[config.mk]
export PLATFORM = sky130hd
export DESIGN_NAME = pms_supervisor
export DESIGN_NICKNAME = d
export VERILOG_FILES = /design/src/pms_pkg.sv /design/src/pms_supervisor.sv
export VERILOG_INCLUDE_DIRS = /design/src
export SDC_FILE = /design/constraint.sdc
export NUM_CORES = 1
export LEC_CHECK = 0
export ABC_AREA = 0
export ABC_CLOCK_PERIOD_IN_PS = 2700
export BUFFER_PORTS_ARGS = -buffer_cell sky130_fd_sc_hd__buf_2
export CAP_MARGIN = 40
export CORE_MARGIN = 8
export CORE_UTILIZATION = 23
export CTS_CLUSTER_SIZE = 12
export DETAILED_ROUTE_END_ITERATION = 12
export GPL_ROUTABILITY_DRIVEN = 0
export PLACE_DENSITY_LB_ADDON = 0.08
export SLEW_MARGIN = 40
export SYNTH_ARGS = -nofsm -noshare
export SYNTH_HDL_FRONTEND = slang
export SYNTH_SLANG_ARGS = --single-unit
export TNS_END_PERCENT = 1
[constraint.sdc]
create_clock -name pclk -period 2.7 [get_ports pclk]
set_clock_uncertainty 0.2 [all_clocks]
set_input_delay 0.54 -clock pclk [delete_from_list [all_inputs] [get_ports pclk]]
set_output_delay 0.54 -clock pclk [all_outputs]
set_load 0.02 [all_outputs]
[src/pms_regs.svh]
// Constants of the power supervisor: register indices, field positions,
// reset values and timing counts. Included by the supervisor module.
// Functional notes
// - Each rail faults at 10% below target, clears after 5% recovery.
// - Disabled regulator: comparator ignored, status bit reports good.
// - Any monitored rail below its fault threshold raises the interrupt.
// - Shared pin enables both linear regulators; register can disable or retune.
// - All regulators off during undervoltage lockout or over-temperature.
// - Each buck has its own enable pin, high enables, low disables.
// - Buck1 strap low gives 1.2 V default, high gives 1.6 V.
// - Buck3 strap low gives 1.8 V default, high gives 3.3 V.
// - Warm reset restores buck1 voltage to strap default, nothing else.
// - Warm reset request is debounced for about 30 ms.
// - System reset low while backup rail low, then stretched about 100 ms.
// - System reset is open drain: pulled low or released.
// - Debounced warm reset also forces system reset low.
// - Buck1 reverts on warm reset, backup low, lockout or system reset.
// - Power-fail and low-battery flags from 1 V detectors with hysteresis.
// - Linear regulator straps latched at power-up; software may change after.
// - Strap code picks one of four pairs; 00 gives 1.3 V and 3.3 V.
// - At power-up interrupt low until last enabled rail is in regulation.
// - Enabled rail leaving regulation sets its bit and drives interrupt low.
// - Status read while interrupt low releases it; bit stays while bad.
// - Per-source fault mask; default leaves all rail sources unmasked.
// - With no supply enabled the interrupt is low regardless of mask.
// - Status bits 7..1: power fail, low battery, buck1..3, linreg2, linreg1.
// - Mask bit 1 blocks its source; lockout resets mask to C0h.
// - Effective enable is pin AND control bit; control resets to FFh.
`ifndef PMS_REGS_SVH
`define PMS_REGS_SVH

// Register indices, byte address is four times the index
`define PMS_IDX_STATUS     10'h001
`define PMS_IDX_MASK       10'h002
`define PMS_IDX_SUPPLY_EN  10'h003
`define PMS_IDX_LINREG_V   10'h004
`define PMS_IDX_BUCK1_V    10'h005
`define PMS_IDX_BUCK3_V    10'h006
`define PMS_IDX_STRETCH    10'h007
`define PMS_IDX_DEBOUNCE   10'h008

// Reset values and the value read from unmapped words
`define PMS_MASK_RST       8'hC0
`define PMS_SUPPLY_EN_RST  8'hFF
`define PMS_UNMAPPED_RD    32'h0000_00FF

// Supply enable control bit positions
`define PMS_BIT_BUCK1      5
`define PMS_BIT_BUCK2      4
`define PMS_BIT_BUCK3      3
`define PMS_BIT_LINREG2    2
`define PMS_BIT_LINREG1    1

// Voltage codes in 25 mV steps
`define PMS_V_1V2          8'h30
`define PMS_V_1V3          8'h34
`define PMS_V_1V6          8'h40
`define PMS_V_1V8          8'h48
`define PMS_V_2V1          8'h54
`define PMS_V_2V8          8'h70
`define PMS_V_3V3          8'h84

// Timing: pclk rate, slow tick rate, filter and stretch times
`define PMS_CLK_HZ         20000000
`define PMS_SLOW_HZ        32000
`define PMS_SLOW_DIV       (`PMS_CLK_HZ / `PMS_SLOW_HZ)
`define PMS_DEB_MS         30
`define PMS_DEB_TICKS      ((`PMS_DEB_MS * `PMS_SLOW_HZ) / 1000)
`define PMS_STRETCH_MS     100
`define PMS_STRETCH_TICKS  ((`PMS_STRETCH_MS * `PMS_SLOW_HZ) / 1000)

`endif

[src/pms_pkg.sv]
// Types shared by the power supervisor and its bench.
// Assumes the constants header is included alongside.
package pms_pkg;

   // Comparator results, index 0 linreg1 .. 4 buck1, 5 low batt, 6 power fail
   typedef struct packed {
      logic [6:0] trip;
      logic [6:0] recover;
   } pms_cmp_s;

   // Strap pins sampled once after lockout ends
   typedef struct packed {
      logic buck1_default_select;
      logic buck3_default_select;
      logic linreg_default_sel_a;
      logic linreg_default_sel_b;
   } pms_strap_s;

   // Effective supply enables
   typedef struct packed {
      logic buck1;
      logic buck2;
      logic buck3;
      logic linreg2;
      logic linreg1;
   } pms_en_s;

   // System reset sequence
   typedef enum logic [1:0] {
      PMS_RST_HOLD    = 2'b00,
      PMS_RST_STRETCH = 2'b01,
      PMS_RST_RUN     = 2'b10
   } pms_rst_e;

endpackage

[src/pms_supervisor.sv]
// Supervisor logic: rail fault status, interrupt, supply enables,
// strap defaults, warm reset filter and stretched system reset.
// Assumes presetn is the undervoltage lockout, all pins synchronous to pclk.
//
// Our own choices: the APB register port and the address map.
`timescale 1ns/100ps
`include "pms_regs.svh"

module pms_supervisor #(
   parameter int SLOW_DIV = `PMS_SLOW_DIV
) (
   // Clock and lockout reset
   input  wire logic              pclk,
   input  wire logic              presetn,
   // APB slave
   input  wire logic              psel,
   input  wire logic              penable,
   input  wire logic              pwrite,
   input  wire logic [11:0]       paddr,
   input  wire logic [31:0]       pwdata,
   output logic [31:0]            prdata,
   output logic                   pready,
   output logic                   pslverr,
   // Enable pins and thermal flag
   input  wire logic              buck1_enable,
   input  wire logic              buck2_enable,
   input  wire logic              buck3_enable,
   input  wire logic              linreg_group_enable,
   input  wire logic              over_temp,
   // Straps and analog monitor results
   input  wire pms_pkg::pms_strap_s straps,
   input  wire pms_pkg::pms_cmp_s  cmp,
   input  wire logic              backup_rail_low,
   input  wire logic              warm_reset_request_n,
   // Regulator controls
   output pms_pkg::pms_en_s       supply_on,
   output logic [7:0]             buck1_vsel,
   output logic [7:0]             buck3_vsel,
   output logic [15:0]            linreg_voltage_control,
   // Flags
   output logic                   power_fail_flag,
   output logic                   low_battery_flag,
   // Open-drain pins, drive enable low while pulling low
   output logic                   system_reset_out_o,
   output logic                   system_reset_out_oe_n,
   output logic                   irq_o,
   output logic                   irq_oe_n
);
   import pms_pkg::*;

   // Bus decode
   logic [9:0]  idx;
   logic        wr_acc;
   logic        rd_acc;

   // Registers
   logic [7:0]  mask_r;
   logic [7:0]  supply_en_r;
   logic [7:0]  buck1_v_r;
   logic [7:0]  buck3_v_r;
   logic [15:0] linreg_v_r;
   logic [11:0] stretch_tc_r;
   logic [11:0] deb_tc_r;

   // Strap defaults
   logic        strap_done_r;
   logic        buck1_def;
   logic [7:0]  buck1_dflt_r;
   logic [15:0] linreg_dflt;
   logic [7:0]  buck3_dflt;

   // Enables and faults
   logic [4:0]  pins;
   logic [4:0]  en_r;
   logic [6:0]  active;
   logic [6:0]  fault_r;
   logic [6:0]  fault_d_r;
   logic [7:0]  status;
   logic [7:0]  pending;
   logic        none_on;
   logic        irq_quiet_r;
   logic        irq_low;

   // Timers and reset
   logic [15:0] div_cnt_r;
   logic        tick_r;
   logic        warm_r;
   logic [11:0] deb_cnt_r;
   logic [11:0] str_cnt_r;
   pms_rst_e    rst_st_r;
   logic        rst_out;

   // Read path
   logic [31:0] rd_mux;

   // APB decode, zero wait states
   assign idx     = paddr[11:2];
   assign wr_acc  = psel & penable & pwrite;
   assign rd_acc  = psel & penable & ~pwrite;
   assign pready  = 1'b1;
   assign pslverr = 1'b0;

   // Strap decode of the linear regulator pair
   always_comb begin
      case ({straps.linreg_default_sel_b, straps.linreg_default_sel_a})
         2'b00:   linreg_dflt = {`PMS_V_3V3, `PMS_V_1V3};
         2'b01:   linreg_dflt = {`PMS_V_3V3, `PMS_V_2V8};
         2'b10:   linreg_dflt = {`PMS_V_1V8, `PMS_V_1V3};
         2'b11:   linreg_dflt = {`PMS_V_3V3, `PMS_V_2V1};
         default: linreg_dflt = {`PMS_V_3V3, `PMS_V_1V3};
      endcase
   end

   // Buck strap decode
   assign buck3_dflt = straps.buck3_default_select ? `PMS_V_3V3
                                                   : `PMS_V_1V8;
   assign buck1_def  = straps.buck1_default_select;

   // Straps caught once, first edge after lockout ends
   always_ff @(posedge pclk or negedge presetn) begin
      if (!presetn) begin
         strap_done_r <= 1'b0;
         buck1_dflt_r <= `PMS_V_1V2;
      end else if (!strap_done_r) begin
         strap_done_r <= 1'b1;
         buck1_dflt_r <= buck1_def ? `PMS_V_1V6 : `PMS_V_1V2;
      end
   end

   // Fault mask register
   always_ff @(posedge pclk or negedge presetn) begin
      if (!presetn) begin
         mask_r <= `PMS_MASK_RST;
      end else if (wr_acc && idx == `PMS_IDX_MASK) begin
         mask_r <= pwdata[7:0];
      end
   end

   // Supply enable control, pin low forces its bit back to default
   assign pins = {buck1_enable, buck2_enable, buck3_enable,
                  linreg_group_enable, linreg_group_enable};
   always_ff @(posedge pclk or negedge presetn) begin
      if (!presetn) begin
         supply_en_r <= `PMS_SUPPLY_EN_RST;
      end else begin
         if (wr_acc && idx == `PMS_IDX_SUPPLY_EN) begin
            supply_en_r <= pwdata[7:0];
         end

         // Pin low wins over a write in the same cycle
         if (!pins[4]) supply_en_r[`PMS_BIT_BUCK1]   <= 1'b1;
         if (!pins[3]) supply_en_r[`PMS_BIT_BUCK2]   <= 1'b1;
         if (!pins[2]) supply_en_r[`PMS_BIT_BUCK3]   <= 1'b1;
         if (!pins[1]) supply_en_r[`PMS_BIT_LINREG2] <= 1'b1;
         if (!pins[0]) supply_en_r[`PMS_BIT_LINREG1] <= 1'b1;
      end
   end

   // Effective enables, held off until straps are settled
   always_ff @(posedge pclk or negedge presetn) begin
      if (!presetn) begin
         en_r <= 5'b0_0000;
      end else if (!strap_done_r || over_temp) begin
         en_r <= 5'b0_0000;
      end else begin
         en_r <= pins & supply_en_r[5:1];
      end
   end
   assign supply_on = pms_en_s'(en_r);

   // Linear regulator voltages, strap default then software
   always_ff @(posedge pclk or negedge presetn) begin
      if (!presetn) begin
         linreg_v_r <= {`PMS_V_3V3, `PMS_V_1V3};
      end else if (!strap_done_r) begin
         linreg_v_r <= linreg_dflt;
      end else if (wr_acc && idx == `PMS_IDX_LINREG_V) begin
         linreg_v_r <= pwdata[15:0];
      end
   end
   assign linreg_voltage_control = linreg_v_r;

   // Buck3 voltage, strap default then software
   always_ff @(posedge pclk or negedge presetn) begin
      if (!presetn) begin
         buck3_v_r <= `PMS_V_1V8;
      end else if (!strap_done_r) begin
         buck3_v_r <= buck3_dflt;
      end else if (wr_acc && idx == `PMS_IDX_BUCK3_V) begin
         buck3_v_r <= pwdata[7:0];
      end
   end
   assign buck3_vsel = buck3_v_r;

   // Buck1 voltage; any reset condition beats a software write
   always_ff @(posedge pclk or negedge presetn) begin
      if (!presetn) begin
         buck1_v_r <= `PMS_V_1V2;
      end else if (!strap_done_r) begin
         buck1_v_r <= buck1_def ? `PMS_V_1V6 : `PMS_V_1V2;
      end else if (warm_r || backup_rail_low || rst_out) begin
         buck1_v_r <= buck1_dflt_r;
      end else if (wr_acc && idx == `PMS_IDX_BUCK1_V) begin
         buck1_v_r <= pwdata[7:0];
      end
   end
   assign buck1_vsel = buck1_v_r;

   // Timer terminal counts in slow ticks
   always_ff @(posedge pclk or negedge presetn) begin
      if (!presetn) begin
         stretch_tc_r <= 12'(`PMS_STRETCH_TICKS);
         deb_tc_r     <= 12'(`PMS_DEB_TICKS);
      end else if (wr_acc && idx == `PMS_IDX_STRETCH) begin
         stretch_tc_r <= pwdata[11:0];
      end else if (wr_acc && idx == `PMS_IDX_DEBOUNCE) begin
         deb_tc_r <= pwdata[11:0];
      end
   end

   // Flags always armed, rails only while enabled
   assign active = {2'b11, en_r};

   // Hysteresis fault latch per source: trip sets, recover clears
   genvar gi;
   generate
      for (gi = 0; gi < 7; gi++) begin : g_det
         always_ff @(posedge pclk or negedge presetn) begin
            if (!presetn) begin
               fault_r[gi] <= 1'b0;
            end else if (!active[gi]) begin
               fault_r[gi] <= 1'b0;
            end else if (cmp.trip[gi]) begin
               fault_r[gi] <= 1'b1;
            end else if (cmp.recover[gi]) begin
               fault_r[gi] <= 1'b0;
            end
         end
      end
   endgenerate

   // Status word, bit 0 unused
   assign status           = {fault_r, 1'b0};
   assign power_fail_flag  = fault_r[6];
   assign low_battery_flag = fault_r[5];
   assign pending          = status & ~mask_r;
   assign none_on          = (en_r == 5'b0_0000);

   // Previous faults, to spot a new one
   always_ff @(posedge pclk or negedge presetn) begin
      if (!presetn) begin
         fault_d_r <= 7'h00;
      end else begin
         fault_d_r <= fault_r;
      end
   end

   // Read-release of the interrupt; a fresh fault re-arms it
   always_ff @(posedge pclk or negedge presetn) begin
      if (!presetn) begin
         irq_quiet_r <= 1'b0;
      end else if (|((fault_r & ~fault_d_r) & ~mask_r[7:1])) begin
         irq_quiet_r <= 1'b0;
      end else if (rd_acc && idx == `PMS_IDX_STATUS && irq_low) begin
         irq_quiet_r <= 1'b1;
      end else if (pending == 8'h00) begin
         irq_quiet_r <= 1'b0;
      end
   end

   // Interrupt low on unmasked fault or when nothing is on
   assign irq_low  = none_on | ((|pending) & ~irq_quiet_r);
   assign irq_o    = 1'b0;
   assign irq_oe_n = ~irq_low;

   // Slow tick divider standing in for the internal oscillator
   always_ff @(posedge pclk or negedge presetn) begin
      if (!presetn) begin
         div_cnt_r <= 16'h0000;
         tick_r    <= 1'b0;
      end else if (div_cnt_r >= 16'(SLOW_DIV - 1)) begin
         div_cnt_r <= 16'h0000;
         tick_r    <= 1'b1;
      end else begin
         div_cnt_r <= div_cnt_r + 16'h0001;
         tick_r    <= 1'b0;
      end
   end

   // Warm reset filter: level must differ for deb_tc ticks to flip
   always_ff @(posedge pclk or negedge presetn) begin
      if (!presetn) begin
         warm_r    <= 1'b0;
         deb_cnt_r <= 12'h000;
      end else if (warm_r == ~warm_reset_request_n) begin
         deb_cnt_r <= 12'h000;
      end else if (tick_r) begin
         if ({1'b0, deb_cnt_r} + 13'h0001 >= {1'b0, deb_tc_r}) begin
            warm_r    <= ~warm_r;
            deb_cnt_r <= 12'h000;
         end else begin
            deb_cnt_r <= deb_cnt_r + 12'h001;
         end
      end
   end

   // System reset sequence: hold, stretch, run
   always_ff @(posedge pclk or negedge presetn) begin
      if (!presetn) begin
         rst_st_r  <= PMS_RST_HOLD;
         str_cnt_r <= 12'h000;
      end else begin
         case (rst_st_r)
            PMS_RST_HOLD: begin
               str_cnt_r <= 12'h000;
               if (!backup_rail_low && !warm_r) begin
                  rst_st_r <= PMS_RST_STRETCH;
               end
            end

            PMS_RST_STRETCH: begin
               if (backup_rail_low || warm_r) begin
                  rst_st_r <= PMS_RST_HOLD;
               end else if (tick_r) begin
                  if ({1'b0, str_cnt_r} + 13'h0001 >= {1'b0, stretch_tc_r}) begin
                     rst_st_r <= PMS_RST_RUN;
                  end
                  str_cnt_r <= str_cnt_r + 12'h001;
               end
            end

            PMS_RST_RUN: begin
               if (backup_rail_low || warm_r) begin
                  rst_st_r <= PMS_RST_HOLD;
               end
            end

            default: rst_st_r <= PMS_RST_HOLD;
         endcase
      end
   end

   // Open-drain reset: pulled low unless running
   assign rst_out               = (rst_st_r != PMS_RST_RUN);
   assign system_reset_out_o    = 1'b0;
   assign system_reset_out_oe_n = ~rst_out;

   // Read mux, unmapped words read FFh
   always_comb begin
      rd_mux = `PMS_UNMAPPED_RD;
      case (idx)
         `PMS_IDX_STATUS:    rd_mux = {24'h00_0000, status};
         `PMS_IDX_MASK:      rd_mux = {24'h00_0000, mask_r};
         `PMS_IDX_SUPPLY_EN: rd_mux = {24'h00_0000, supply_en_r};
         `PMS_IDX_LINREG_V:  rd_mux = {16'h0000, linreg_v_r};
         `PMS_IDX_BUCK1_V:   rd_mux = {24'h00_0000, buck1_v_r};
         `PMS_IDX_BUCK3_V:   rd_mux = {24'h00_0000, buck3_v_r};
         `PMS_IDX_STRETCH:   rd_mux = {20'h0_0000, stretch_tc_r};
         `PMS_IDX_DEBOUNCE:  rd_mux = {20'h0_0000, deb_tc_r};
         default:            rd_mux = `PMS_UNMAPPED_RD;
      endcase
   end

   // Read data captured in the setup cycle, stable through access
   always_ff @(posedge pclk or negedge presetn) begin
      if (!presetn) begin
         prdata <= 32'h0000_0000;
      end else if (psel && !penable && !pwrite) begin
         prdata <= rd_mux;
      end
   end

endmodule

==> run_results.csv <==
group,metric,value,unit
synthesis,yosysSeqAreaShare,0.481,
placed_design,dp_hpwl,20900,microns
critical_path,cp_num_buf_inv,1,
clock_tree,cts_buffers,17,
clock_tree,cts_tree,"done",
timing,min_period,2.80,ns
power,internal_power,3.98,mW
global_route,grt-ovfl-total,0,
final_layout,syn2layout_area_growth,27.5,%
synthesis,syn_area_per_cell,10.5,sq um
clock_tree,path_clk_slew,0.06,ns
synthesis,netlist_area,8140,sq um
critical_path,cp-end-kind,"register",
timing,fin_tns_setup,-0.559,ns
timing,slew_headroom,0.593,
synthesis,synth_edf_count,0,
drt,viasPerCell,4.36,
synthesis,ys_async_sr_fraction,1.00,
power,p_switching,1.49,mW
synthesis,synth_top_flop_cell,"dfrtp_1",
status,violations,"negative setup slack",
global_route,grt_max_degree,52,
job,max-cap-violations,0,
critical_path,crit_type,"reg2reg",
timing,setup_ws,-0.101,ns
placed_design,port_buffers,112,
power,swShare,0.272,
critical_path,startpoint_type,"register",
power,pwr-share-clk,0.454,
drt,post_drt_wl_per_cell,19.3,microns
timing,finalCritPeriodShare,1.04,
clock_tree,cts_sinks,155,
clock_tree,cts.path.max_buffers,2,
final_layout,final_util,0.295,
power,p_seq_frac,0.446,
floorplan,fp.coreArea,35200,sq um
floorplan,die_width,204,microns
drt,ant_nets,0,
synthesis,synth_warnings,0,
critical_path,path_cells,"ha_4, and3_4, nand3_4, and2_4, or2_4, ha_4, nand4_1, a311o_1, and4b_1, buf_6, mux2_2",
drt,vias,6194,
critical_path,worstPathArrival,2.91,ns
timing,hold_viol,0,
clock_tree,clock_latency,0.43,ns
floorplan,start_util,0.231,
floorplan,die_area,41700,sq um
min_path,hold_path_class,"in2reg",
floorplan,die_h,204,microns
floorplan,rows,69,
synthesis,yosysUniqueCellTypes,68,
drt,firstDrtPassIters,5,
power,p_comb_frac,0.101,
timing,rsz0062_at_grt,"true",
drt,initialDrtViolationCount,316,
global_route,track_usage,0.133,
critical_path,cp_slowest_stage_delay,0.42,ns
power,pwr_density_cell,526,nW/um^2
critical_path,crit_top_cell,"ha_4",
placed_design,pre_cts_ws,-0.161,ns
synthesis,synth_seq_cells,155,
critical_path,setup.worst_path.start,"deb_cnt_r[0]",
critical_path,slowest_stage,"dfrtp_1",
timing,worst_pin_slew,0.608,ns
critical_path,reg2reg_from,"deb_cnt_r[0]",
global_route,antenna_found_initial,0,
min_path,min_from,"buck3_enable",
power,p_leak,5.00,nW
critical_path,critical_path_required,2.81,ns
clock_tree,cts_root_buf,"clkbuf_16",
clock_tree,htreeDepth,4,
final_layout,antenna_cells,0,
global_route,grt_pass1_wl,42000,microns
power,max-vdd-ir-drop,0.419,mV
floorplan,ios,151,
drt,routed_wl,27400,microns
power,p_total,5.46,mW
critical_path,critical_path.top_delay_family,"simple AND/OR/NAND/NOR gates",
synthesis,syn-instance-count,772,
final_layout,drive_gt1_frac,0.335,
critical_path,crit_fanout,4,
drt,drcViolationCount,0,
timing,finalSetupViolations,13,
timing,fmax,357,MHz
status,status,"finished, violations left",
timing,maxSlewViolCount,0,
final_layout,nets,1051,
global_route,grt_pass1_vias,6427,
[cell usage in the layout, fill, tap and decap left out, types with 6 or more instances in the layout]
master	n
a21o_1	9
dfrtp_1	127
buf_2	111
nand3_1	24
buf_12	7
inv_6	6
dfstp_2	27
nand2b_1	7
clkbuf_16	17
mux2i_1	19
nand2_1	86
o21a_1	6
ha_1	23
xnor2_1	15
nor2b_1	20
a31oi_1	9
xor2_1	9
and3_1	15
conb_1	27
a22oi_1	8
a21oi_1	33
nor2_1	47
o21ai_0	29
mux2_2	30
mux2_4	13
a22o_1	33
buf_4	60
inv_1	36
[flip-flops by register name, indices dropped and copies added, names as in the netlist, 12 cells and up]
register,count
str_cnt_r,12
div_cnt_r,16
linreg_voltage_control,16
prdata,16
deb_tc_r,12
stretch_tc_r,12
deb_cnt_r,12
[worst reg2reg max path: cells and delay by family, from the launching register on]
family | cells | cell delay (ns)
compound gates | 1 | 0.29
mux | 1 | 0.25
simple gates | 6 | 0.96
flops | 1 | 0.42
fa+ha+maj | 2 | 0.43
buf+inv | 1 | 0.13
[synthesized netlist by cell type, types with 14 or more instances]
| cell type | count | area (sq um) |
|---|---|---|
| a21oi_1 | 34 | 170 |
| mux2i_1 | 19 | 190 |
| xnor2_1 | 15 | 131 |
| nand2_1 | 86 | 323 |
| nor2b_1 | 21 | 131 |
| inv_1 | 36 | 135 |
| a22o_1 | 33 | 289 |
| mux2_2 | 30 | 338 |
| ha_1 | 28 | 350 |
| dfrtp_1 | 128 | 3200 |
| clkbuf_1 | 14 | 52.6 |
| o21ai_0 | 30 | 150 |
| dfstp_2 | 27 | 709 |
| nand3_1 | 25 | 125 |
| and3_1 | 20 | 125 |
| nor2_1 | 48 | 180 |
| buf_4 | 24 | 180 |
[cell families after synthesis]
| logic type | Yosys count | share of synthesized area |
|---|---|---|
| AOI/OAI and AO/OA | 156 | 0.130 |
| muxes | 65 | 0.0972 |
| and+or+nand+nor | 257 | 0.166 |
| adders and majority gates | 28 | 0.0431 |
| DFF | 155 | 0.481 |
| other | 2 | 0.000923 |
| xor gates and xnor gates | 24 | 0.0258 |
| buffers and inverters | 85 | 0.0563 |
[final cells by class]
type                       count  area [sq um]
fill                        3744         24800
multi-input combinational    557          3980
sequential                   155          3910
timing repair buffer         182          1190
tap                          461           577
clock buffer                  17           425
clock inverter                14           163
inverter                      36           135
[metal layers]
metal / track usage / share of wire
met1: 0.194 / 0.52
met2: 0.201 / 0.44
met3: 0.0241 / 0.036
met4: 0.0293 / 0.0080
met5: 0 / 0
[stage by stage]
stage          hold WS, ns  instance area, sq um  instances
2_1_floorplan       0.0444                  8300        797
3_3_place_gp         0.156                  9690       1387
3_5_place_dp         0.163                  9690       1387
4_1_cts             0.0244                 10400       1422
5_1_grt             0.0301                 10400       1422
6_report            0.0467                 10400       1422
[power groups by stage]
stage | combinational [mW] | sequential [mW] | clock, mW
after floorplan | 0.253 | 2.50 | 0
after global placement | 0.557 | 2.48 | 0
after detailed placement | 0.556 | 2.48 | 0
after CTS | 0.564 | 2.43 | 2.58
after global routing | 0.619 | 2.44 | 2.65
final | 0.549 | 2.43 | 2.48
[timing repair]
| action | CTS | global route |
|---|---|---|
| pin swaps | 12 | 4 |
| resized for setup | 11 | 4 |
| hold buffers | 1 | 0 |
| setup endpoints to repair | 16 | 16 |
| gates cloned | 0 | 0 |
| buffers inserted | 3 | 0 |
| endpoints found under the hold margin | 43 | 0 |
[final timing paths]
| path | slack [ns] | cells past startpoint | end |
|---|---|---|---|
| worst min register to register | 0.18 | 0 | fault_d_r[3] |
| worst max-delay path | -0.10 | 11 | deb_cnt_r[0] |
| worst min-delay path | 0.05 | 2 | supply_en_r[3] |
| worst max register to register | -0.10 | 11 | deb_cnt_r[0] |
| max in group asynchronous | 1.14 | 3 | deb_tc_r[6] |
| min in group asynchronous | 0.46 | 2 | prdata[7] |
Power figures use the tool's default switching activity.
